===== src/protect_map.vh =====
// Overview of operation
// - data memory protected while bit 7 clear
// - boot region 000000-0001FF protected while bit 6 clear
// - block 1 writes refused while guard clear
// - block 0 writes refused while guard clear
// - unimplemented bits always read zero
// - bits keep programmed value across reset
`ifndef PROTECT_MAP_VH
`define PROTECT_MAP_VH
// ----------------------------------------------------------------
// register offsets and fields
// ----------------------------------------------------------------
`define OFS_CODE_PROTECT_DATA_BOOT 24'h30_0009
`define OFS_BLOCK_WRITE_PROTECT_LOW 24'h30_000a
`define BIT_DATA_MEM_READ_GUARD 7
`define BIT_BOOT_REGION_READ_GUARD 6
`define BIT_BLOCK1_WRITE_GUARD 1
`define BIT_BLOCK0_WRITE_GUARD 0
`define MASK_CODE_PROTECT 8'hc0
`define MASK_WRITE_PROTECT 8'h03
`define UNPROGRAMMED_BYTE 8'hff
// ----------------------------------------------------------------
// program address ranges
// ----------------------------------------------------------------
`define BOOT_LO 24'h00_0000
`define BOOT_HI 24'h00_01ff
`define BLK0_LO 24'h00_0200
`define BLK0_HI 24'h00_07ff
`define BLK1_LO 24'h00_0800
`define BLK1_HI 24'h00_0fff
`endif


===== src/range_check.v =====
`timescale 1ns/1ps
`include "protect_map.vh"
// ----------------------------------------------------------------
// classifies a program address into protected regions
// ----------------------------------------------------------------
module range_check (
   input wire [23:0] addr,
   output wire in_boot,
   output wire in_blk0,
   output wire in_blk1
);
   // purely combinational; ranges do not overlap
   assign in_boot = (addr <= `BOOT_HI);
   assign in_blk0 = (addr >= `BLK0_LO) && (addr <= `BLK0_HI);
   assign in_blk1 = (addr >= `BLK1_LO) && (addr <= `BLK1_HI);
endmodule // range_check


===== src/protect_bits.v =====
`timescale 1ns/1ps
`include "protect_map.vh"
// ----------------------------------------------------------------
// nonvolatile protection configuration bytes
// ----------------------------------------------------------------
module protect_bits (
   input wire clk_sys,
   input wire srst,
   input wire [23:0] addr,
   input wire [7:0] wdata,
   input wire wr_stb,
   input wire rd_stb,
   output wire [7:0] rdata,
   input wire [23:0] prog_addr,
   input wire data_access,
   output wire data_mem_read_guard,
   output wire boot_region_read_guard,
   output wire block1_write_guard,
   output wire block0_write_guard,
   output wire code_read_blocked,
   output wire data_read_blocked,
   output wire prog_write_refused
);
   // models nonvolatile cells: no srst term, reset cannot touch them
   reg [7:0] cp_byte_ff;
   reg [7:0] wp_byte_ff;
   reg [7:0] rdata_ff;
   reg [7:0] nxt_cp_byte;
   reg [7:0] nxt_wp_byte;
   reg [7:0] nxt_rdata;
   wire hit_cp;
   wire hit_wp;
   wire in_boot;
   wire in_blk0;
   wire in_blk1;

   // ----------------------------------------------------------------
   // helpers
   // ----------------------------------------------------------------
   // exact byte-address match, shared by write and read decode
   function reg_hit;
      input [23:0] a;
      input [23:0] ofs;
      begin
         reg_hit = (a == ofs);
      end
   endfunction

   // cell programming only pulls bits low; erase lives elsewhere
   function [7:0] program_cells;
      input [7:0] cells;
      input [7:0] data;
      input [7:0] mask;
      begin
         program_cells = cells & data & mask;
      end
   endfunction

   // unprogrammed state is all ones in the implemented bits, unimplemented bits zero (power-up model only)
   // erased reads one
   initial begin
      cp_byte_ff = `UNPROGRAMMED_BYTE & `MASK_CODE_PROTECT;
      wp_byte_ff = `UNPROGRAMMED_BYTE & `MASK_WRITE_PROTECT;
   end

   // ----------------------------------------------------------------
   // address decode
   // ----------------------------------------------------------------
   // one decode per byte; no aliasing, every other address is unmapped
   assign hit_cp = reg_hit(addr, `OFS_CODE_PROTECT_DATA_BOOT);
   assign hit_wp = reg_hit(addr, `OFS_BLOCK_WRITE_PROTECT_LOW);

   // ----------------------------------------------------------------
   // programming: writes only clear bits, like cell programming
   // ----------------------------------------------------------------
   // held across reset
   always @* begin
      nxt_cp_byte = cp_byte_ff;
      nxt_wp_byte = wp_byte_ff;
      if (wr_stb && hit_cp) begin
         nxt_cp_byte = program_cells(cp_byte_ff, wdata, `MASK_CODE_PROTECT);
      end else if (wr_stb && hit_wp) begin
         nxt_wp_byte = program_cells(wp_byte_ff, wdata, `MASK_WRITE_PROTECT);
      end
   end

   // no srst term on purpose: a reset must never reopen a region
   always @(posedge clk_sys) begin
      cp_byte_ff <= nxt_cp_byte;
      wp_byte_ff <= nxt_wp_byte;
   end

   // ----------------------------------------------------------------
   // read port, data one cycle after the strobe
   // ----------------------------------------------------------------
   // unimplemented reads zero
   always @* begin
      nxt_rdata = 8'h00; // unmapped or idle reads zero
      if (rd_stb && hit_cp) begin
         nxt_rdata = cp_byte_ff & `MASK_CODE_PROTECT;
      end else if (rd_stb && hit_wp) begin
         nxt_rdata = wp_byte_ff & `MASK_WRITE_PROTECT;
      end
   end

   // read data stands one cycle only, then drops back to zero
   always @(posedge clk_sys) begin
      if (srst) begin
         rdata_ff <= 8'h00;
      end else begin
         rdata_ff <= nxt_rdata;
      end
   end

   assign rdata = rdata_ff;

   assign data_mem_read_guard = cp_byte_ff[`BIT_DATA_MEM_READ_GUARD];
   assign boot_region_read_guard = cp_byte_ff[`BIT_BOOT_REGION_READ_GUARD];
   assign block1_write_guard = wp_byte_ff[`BIT_BLOCK1_WRITE_GUARD];
   assign block0_write_guard = wp_byte_ff[`BIT_BLOCK0_WRITE_GUARD];

   range_check u_range (
      .addr(prog_addr),
      .in_boot(in_boot),
      .in_blk0(in_blk0),
      .in_blk1(in_blk1)
   );

   // ----------------------------------------------------------------
   // protection decisions
   // ----------------------------------------------------------------
   // data memory guard
   assign data_read_blocked = data_access && !data_mem_read_guard;
   assign code_read_blocked = !data_access && in_boot &&
      !boot_region_read_guard;
   assign prog_write_refused = !data_access &&
      ((in_blk1 && !block1_write_guard) ||
       (in_blk0 && !block0_write_guard));
endmodule // protect_bits


===== config.mk =====
export PLATFORM = sky130hd
export DESIGN_NAME = protect_bits
export DESIGN_NICKNAME = d
export VERILOG_FILES = /design/src/range_check.v /design/src/protect_bits.v
export VERILOG_INCLUDE_DIRS = /design/src
export SDC_FILE = /design/constraint.sdc
export NUM_CORES = 1
export LEC_CHECK = 0
export ABC_AREA = 1
export BUFFER_PORTS_ARGS = -buffer_cell sky130_fd_sc_hd__buf_2
export CAP_MARGIN = 0
export CORE_AREA = 5 5 49 51
export CTS_CLUSTER_DIAMETER = 40
export CTS_CLUSTER_SIZE = 8
export DETAILED_ROUTE_END_ITERATION = 10
export DIE_AREA = 0 0 54 56
export PLACE_DENSITY = 0.77
export SLEW_MARGIN = 40
export SYNTH_ARGS = -nofsm -noshare
export SYNTH_HDL_FRONTEND = slang
export SYNTH_SLANG_ARGS = --single-unit

===== constraint.sdc =====
create_clock -name clk_sys -period 1.55 [get_ports clk_sys]
set_input_delay 0.2325 -clock clk_sys [delete_from_list [all_inputs] [get_ports clk_sys]]
set_output_delay 0.2325 -clock clk_sys [all_outputs]
set_load 0.02 [all_outputs]

==> metrics.cfg, run 1 <==
[critical_path]
criticalPathCategory = flop to output port
crit_slowest_cell = edfxtp_1
required_ps = 1320
crit_buf_inv = 1
crit_arrival_ps = 1220
start_kind = flop
end_kind = output port
worstPathMaxFanout = 4
path_cells = a21oi_1 > o211ai_1 > nor2_1 > buf_2
slowest_delay_ps = 430
critPathTopFamily = flip-flops

[power_and_ir_drop]
p_leak_nw = 0.506
power_density_nw_per_um2 = 541
internal-power_mw = 0.363
ir_worst_vdd_uv = 205
share_seq_of_total_power = 0.466
p_sw_mw = 0.112
p_comb_frac = 0.208
finalPower_mw = 0.475
p_sw_frac = 0.235
clkPwrFrac = 0.327

[grt]
grt_max_degree = 5
antenna_found_initial = 0
grt-ovfl-total = 0
grt_pass1_wl_mm = 2.19
grt_usage = 0.0960
grt_pass1_vias = 607

[placed_design]
gp_congestion = 0.653
hpwl_mm = 1.45
io_buffers = 58

[clocking]
worst_skew_pair.late_latency_ps = 250
clock_sink_count = 8
cts_buffers = 3
root_buffer = clkbuf_4
cts_max_path_buffers = 2
cts_resized = 0
cts.clk_slew.worst_paths_ps = 60
h-tree-depth = 1
cts_hold_buf = 0
cts_tree = yes
cts_setup_buffers = 0

[timing]
setup_viol = 0
fin_setup_tns_ps = 0
clock-skew-final_ps = 0.233
maxSlewViolCount = 0
min_period_over_period = 0.935
min_period_ps = 1450
fmax_mhz = 690
grt_setup_unrepaired = false
final_hold_viol_count = 0

[yosys]
synth_area_um2 = 549
synth_cell_types = 18
synth_cells = 85
synth.avg_cell_area_um2 = 6.46
ys_ff_latch = 8
yosysSeqAreaShare = 0.364
yosys_warnings = 0

[detailed_routing]
via_per_inst = 4.10
vias = 706
drt_iter0_markers = 4
final_antenna_net_count = 0
drc = 0
wire_per_inst_um = 9.21
wl_mm = 1.58
firstDrtPassIters = 4

[layout]
final_cell_mix = buf_2, nor2_1, inv_1
final_nets = 208
final_common_cell = buf_2
syn2layout_area_growth_pct = 59.7
diodes = 0
drive_above_1_share = 0.469

[status]
status = finished clean

[die]
die-height_um = 56
start_util = 0.289
die_width_um = 54
die-area_um2 = 3020
core_um2 = 1900
pin_count = 76
fp-row-count = 16

[hold_path]
hold_class = input port to flop

[job]
drv_cap = 0

==> Yosys cell counts <==
cell	n	area [µm²]
inv_1	16	60.1
edfxtp_1	4	120
buf_4	4	30.0
nand2_1	15	56.3
nor2_2	5	31.3
nor3_1	1	5.00
o21ai_0	1	5.00
o211ai_1	1	7.51
nand3_1	1	5.00
nor4_1	1	6.26
nor2_1	24	90.1
nor2_4	1	11.3
a21oi_1	1	5.00
nand2_2	1	6.26
nor3b_1	1	7.51
nand4_1	3	18.8
dfxtp_1	4	80.1
conb_1	1	3.75
==> state kept, by name, summed over array words and instances, names as in the netlist <==
name / count
cp_byte_ff: 2
wp_byte_ff: 2
rdata: 4
==> tightest hold or removal path: cells and delay by family <==
family	cells	cell delay (ps)
buffers and inverters	2	110
and+or+nand+nor	1	40
==> worst paths after layout <==
path                      start                 end  slack [ps]  cells after the start
setup / recovery  wp_byte_ff[1]  prog_write_refused         100                      4
hold / removal         wdata[0]       wp_byte_ff[0]         240                      3
setup reg to reg  cp_byte_ff[7]       cp_byte_ff[7]         730                      2
hold reg to reg   wp_byte_ff[0]            rdata[0]         540                      2
==> cell type report <==
class | instances | area [µm²]
tap | 27 | 33.8
sequential | 8 | 200
multi-input combinational | 60 | 270
inverter | 16 | 60.1
fill | 201 | 1020
clock buffer | 3 | 22.5
timing repair buffer | 58 | 290
==> logic make-up (layout without fill, tap and decap cells) <==
group | Yosys count | in the layout | synth area share
AO/OA/AOI/OAI | 3 | 3 | 0.0319
buffers and inverters | 20 | 77 | 0.164
flip-flops | 8 | 8 | 0.364
other | 1 | 4 | 0.00683
AND/OR/NAND/NOR | 53 | 53 | 0.433
==> per-layer routing <==
| layer | vias to the layer above | GRT usage | wire length (µm) |
|---|---|---|---|
| met1 | 287 | 0.0942 | 582 |
| met4 | 0 | 0.0641 | 14 |
| met5 | - | 0 | 0 |
| met2 | 47 | 0.166 | 742 |
| met3 | 2 | 0.0268 | 244 |
| li1 | 370 | - | - |
==> stage by stage <==
step	utilization	cells	hold slack [ps]	area, µm²	setup slack [ps]
floorplan	-	88	401	561	249
global placement	0.449	169	488	855	171
detailed placement	0.449	169	496	855	154
CTS	0.461	172	237	877	89.2
global route	0.461	172	242	877	12.9
finish	0.461	172	240	877	101
==> power groups by stage <==
stage          Clock, mW  Sequential (mW)  Combinational, mW
2_1_floorplan          0            0.225             0.0442
4_1_cts            0.160            0.221             0.0994
3_3_place_gp           0            0.225             0.0949
6_report           0.155            0.221             0.0987
3_5_place_dp           0            0.225             0.0991
5_1_grt            0.178            0.221              0.110
No activity file was read; power rests on OpenSTA's default activity.
==> run 2: changes to the inputs <==
--- a/config.mk
+++ b/config.mk
@@ -9,12 +9,13 @@
 export ABC_AREA = 1
 export BUFFER_PORTS_ARGS = -buffer_cell sky130_fd_sc_hd__buf_2
 export CAP_MARGIN = 0
-export CORE_AREA = 5 5 49 51
+export CORE_AREA = 5 5 52 54
 export CTS_CLUSTER_DIAMETER = 40
 export CTS_CLUSTER_SIZE = 8
 export DETAILED_ROUTE_END_ITERATION = 10
-export DIE_AREA = 0 0 54 56
-export PLACE_DENSITY = 0.77
+export DIE_AREA = 0 0 57 59
+export PLACE_DENSITY = 0.71
+export SKIP_LAST_GASP = 1
 export SLEW_MARGIN = 40
 export SYNTH_ARGS = -nofsm -noshare
 export SYNTH_HDL_FRONTEND = slang
==> constraint.sdc (replaced) <==
create_clock -name clk_sys -period 1.3 [get_ports clk_sys]
set_input_delay 0.195 -clock clk_sys [delete_from_list [all_inputs] [get_ports clk_sys]]
set_output_delay 0.195 -clock clk_sys [all_outputs]
set_load 0.02 [all_outputs]
==> metrics.cfg, run 2 (same netlist as run 1, synthesis figures left out) <==
[layout]
largest_reg_flops = 4  ; unchanged
seq_area_um2 = 200  ; unchanged
drive_above_1_share = 0.500  ; +0.0310
multiInputGateArea_um2 = 274  ; +1.4%
diodes = 0  ; unchanged
fillers = 243  ; +21%
syn2layout_area_growth_pct = 68.3
final_common_cell = buf_2
fin_area_um2 = 925  ; +5.4%
final_cell_mix = buf_2, nor2_1, inv_1, nand2_1, buf_4
final_nets = 213  ; +2.4%

[clocking]
cts.clk_slew.worst_paths_ps = 50  ; about the same
cts_buffers = 3  ; unchanged
worst_skew_pair.late_latency_ps = 250  ; about the same
cts_hold_buf = 0  ; unchanged
cts_max_path_buffers = 2  ; unchanged
h-tree-depth = 1  ; unchanged
root_buffer = clkbuf_4
clock_sink_count = 8  ; unchanged
cts_tree = yes

[die]
core_um2 = 2170  ; +14%
fp-row-count = 17  ; +1
die_width_um = 57  ; +5.6%
die-height_um = 59  ; +5.4%
die-area_um2 = 3360  ; +11%
pin_count = 76  ; unchanged
start_util = 0.253  ; -0.0356

[status]
status = complete, but fails checks
violations = setup timing

[power_and_ir_drop]
p_leak_nw = 0.530  ; +4.8%
p_sw_frac = 0.236  ; +0.00100
ir_worst_vdd_uv = 229  ; +12%
share_seq_of_total_power = 0.465  ; about the same
clkPwrFrac = 0.326  ; about the same
p_sw_mw = 0.134  ; +20%
power_density_nw_per_um2 = 614  ; +13%
p_comb_frac = 0.210  ; +0.002
internal-power_mw = 0.433  ; +19%

[timing]
hold_slack_ps = 202  ; -37.9 ps
setup_viol = 1  ; +1
min_period_ps = 1320
grt_setup_unrepaired = true
min_period_over_period = 1.02
clock-skew-final_ps = 0.127  ; -0.106 ps
fmax_mhz = 757
maxSlewViolCount = 0  ; unchanged
final_hold_viol_count = 0  ; unchanged
timing.final.ws_setup_ps = -20.2  ; -122 ps

[grt]
grt-ovfl-total = 0  ; unchanged
grtUsageMet3 = 0.0458  ; +0.0189
grt_pass1_vias = 726  ; +20%
busiest_layer = met2
antenna_found_initial = 0  ; unchanged
use_met1 = 0.0774  ; -0.0167
grt_usage = 0.0955  ; -0.000494
grt_pass1_wl_mm = 2.54  ; +16%
grt_max_degree = 5  ; unchanged
use_met2 = 0.183  ; +0.0166

[critical_path]
criticalPathCategory = flop to output port
crit_buf_inv = 1  ; unchanged
path_cells = a21oi_2 > o211ai_1 > nor2_1 > buf_4
critPathTopFamily = flip-flops
worstPathMaxFanout = 2  ; -2
end_kind = output port
crit_arrival_ps = 1130  ; -90 ps
crit_slowest_cell = edfxtp_1
required_ps = 1110  ; -210 ps
slowest_delay_ps = 410  ; -20 ps
start_kind = flop

[placed_design]
io_buffers = 58  ; unchanged
gp_congestion = 0.806  ; +23%
place_area_um2 = 878  ; +2.8%
hpwl_mm = 1.50  ; +3.1%
place_ws_ps = -36.6  ; -191 ps

[hold_path]
hold_class = input port to flop

[detailed_routing]
wl_mm = 1.64  ; +3.8%
drc = 0  ; unchanged
vias = 746  ; +5.7%
wire_per_inst_um = 9.24  ; +0.29%
final_antenna_net_count = 0  ; unchanged
firstDrtPassIters = 3  ; -1
via_per_inst = 4.19  ; +2.1%
drt_iter0_markers = 21  ; +17

[job]
drv_cap = 0  ; unchanged

[run 2: worst paths after layout]
kind	start	to	slack, ps	cells after the start
worst min-delay path	wdata[6]	cp_byte_ff[6]	200	3
worst max register to register	wp_byte_ff[1]	wp_byte_ff[1]	400	3
worst min register to register	cp_byte_ff[6]	rdata[6]	520	2
worst max-delay path	wp_byte_ff[1]	prog_write_refused	-20	4
[run 2: area by class of cell]
cell class,instances,share of cell area
Sequential cell,8,0.217
Timing Repair Buffer,63,0.360
Multi-Input combinational cell,60,0.296
Tap cell,28,0.0379
Inverter,16,0.0650
Clock buffer,3,0.0244
[run 2: layer usage]
| metal | wire, µm | share of wire | vias to the layer above |
|---|---|---|---|
| met1 | 558 | 0.34 | 317 |
| met3 | 277 | 0.17 | 2 |
| met4 | 8 | 0.0049 | 0 |
| met2 | 800 | 0.49 | 47 |
| met5 | 0 | 0 | - |
| li1 | - | - | 380 |
[run 2: power by group through the flow]
stage	registers (mW)	logic, mW	clock network, mW
2_1_floorplan	0.269	0.0526	0
3_3_place_gp	0.269	0.114	0
3_5_place_dp	0.269	0.119	0
4_1_cts	0.263	0.120	0.194
5_1_grt	0.263	0.133	0.215
6_report	0.264	0.119	0.185
[run 2: tightest hold or removal path, delay by kind of cell]
family | cells | cell delay, ps
and+or+nand+nor | 1 | 40
buffers and inverters | 2 | 120
[run 2: what timing repair did]
action,4_1_cts,5_1_grt
resized for setup,3,1
pin swaps,2,1
endpoints found under the setup margin,2,2
buffers inserted,2,0
[run 2: metrics by stage]
step / setup TNS [ps] / instances / util / power, mW
2_1_floorplan: 0 / 88 / - / 0.321
3_3_place_gp: -25.5 / 173 / 0.405 / 0.382
3_5_place_dp: -78.7 / 173 / 0.405 / 0.388
4_1_cts: -31.4 / 178 / 0.426 / 0.577
5_1_grt: -114 / 178 / 0.426 / 0.611
6_report: -20.2 / 178 / 0.426 / 0.568
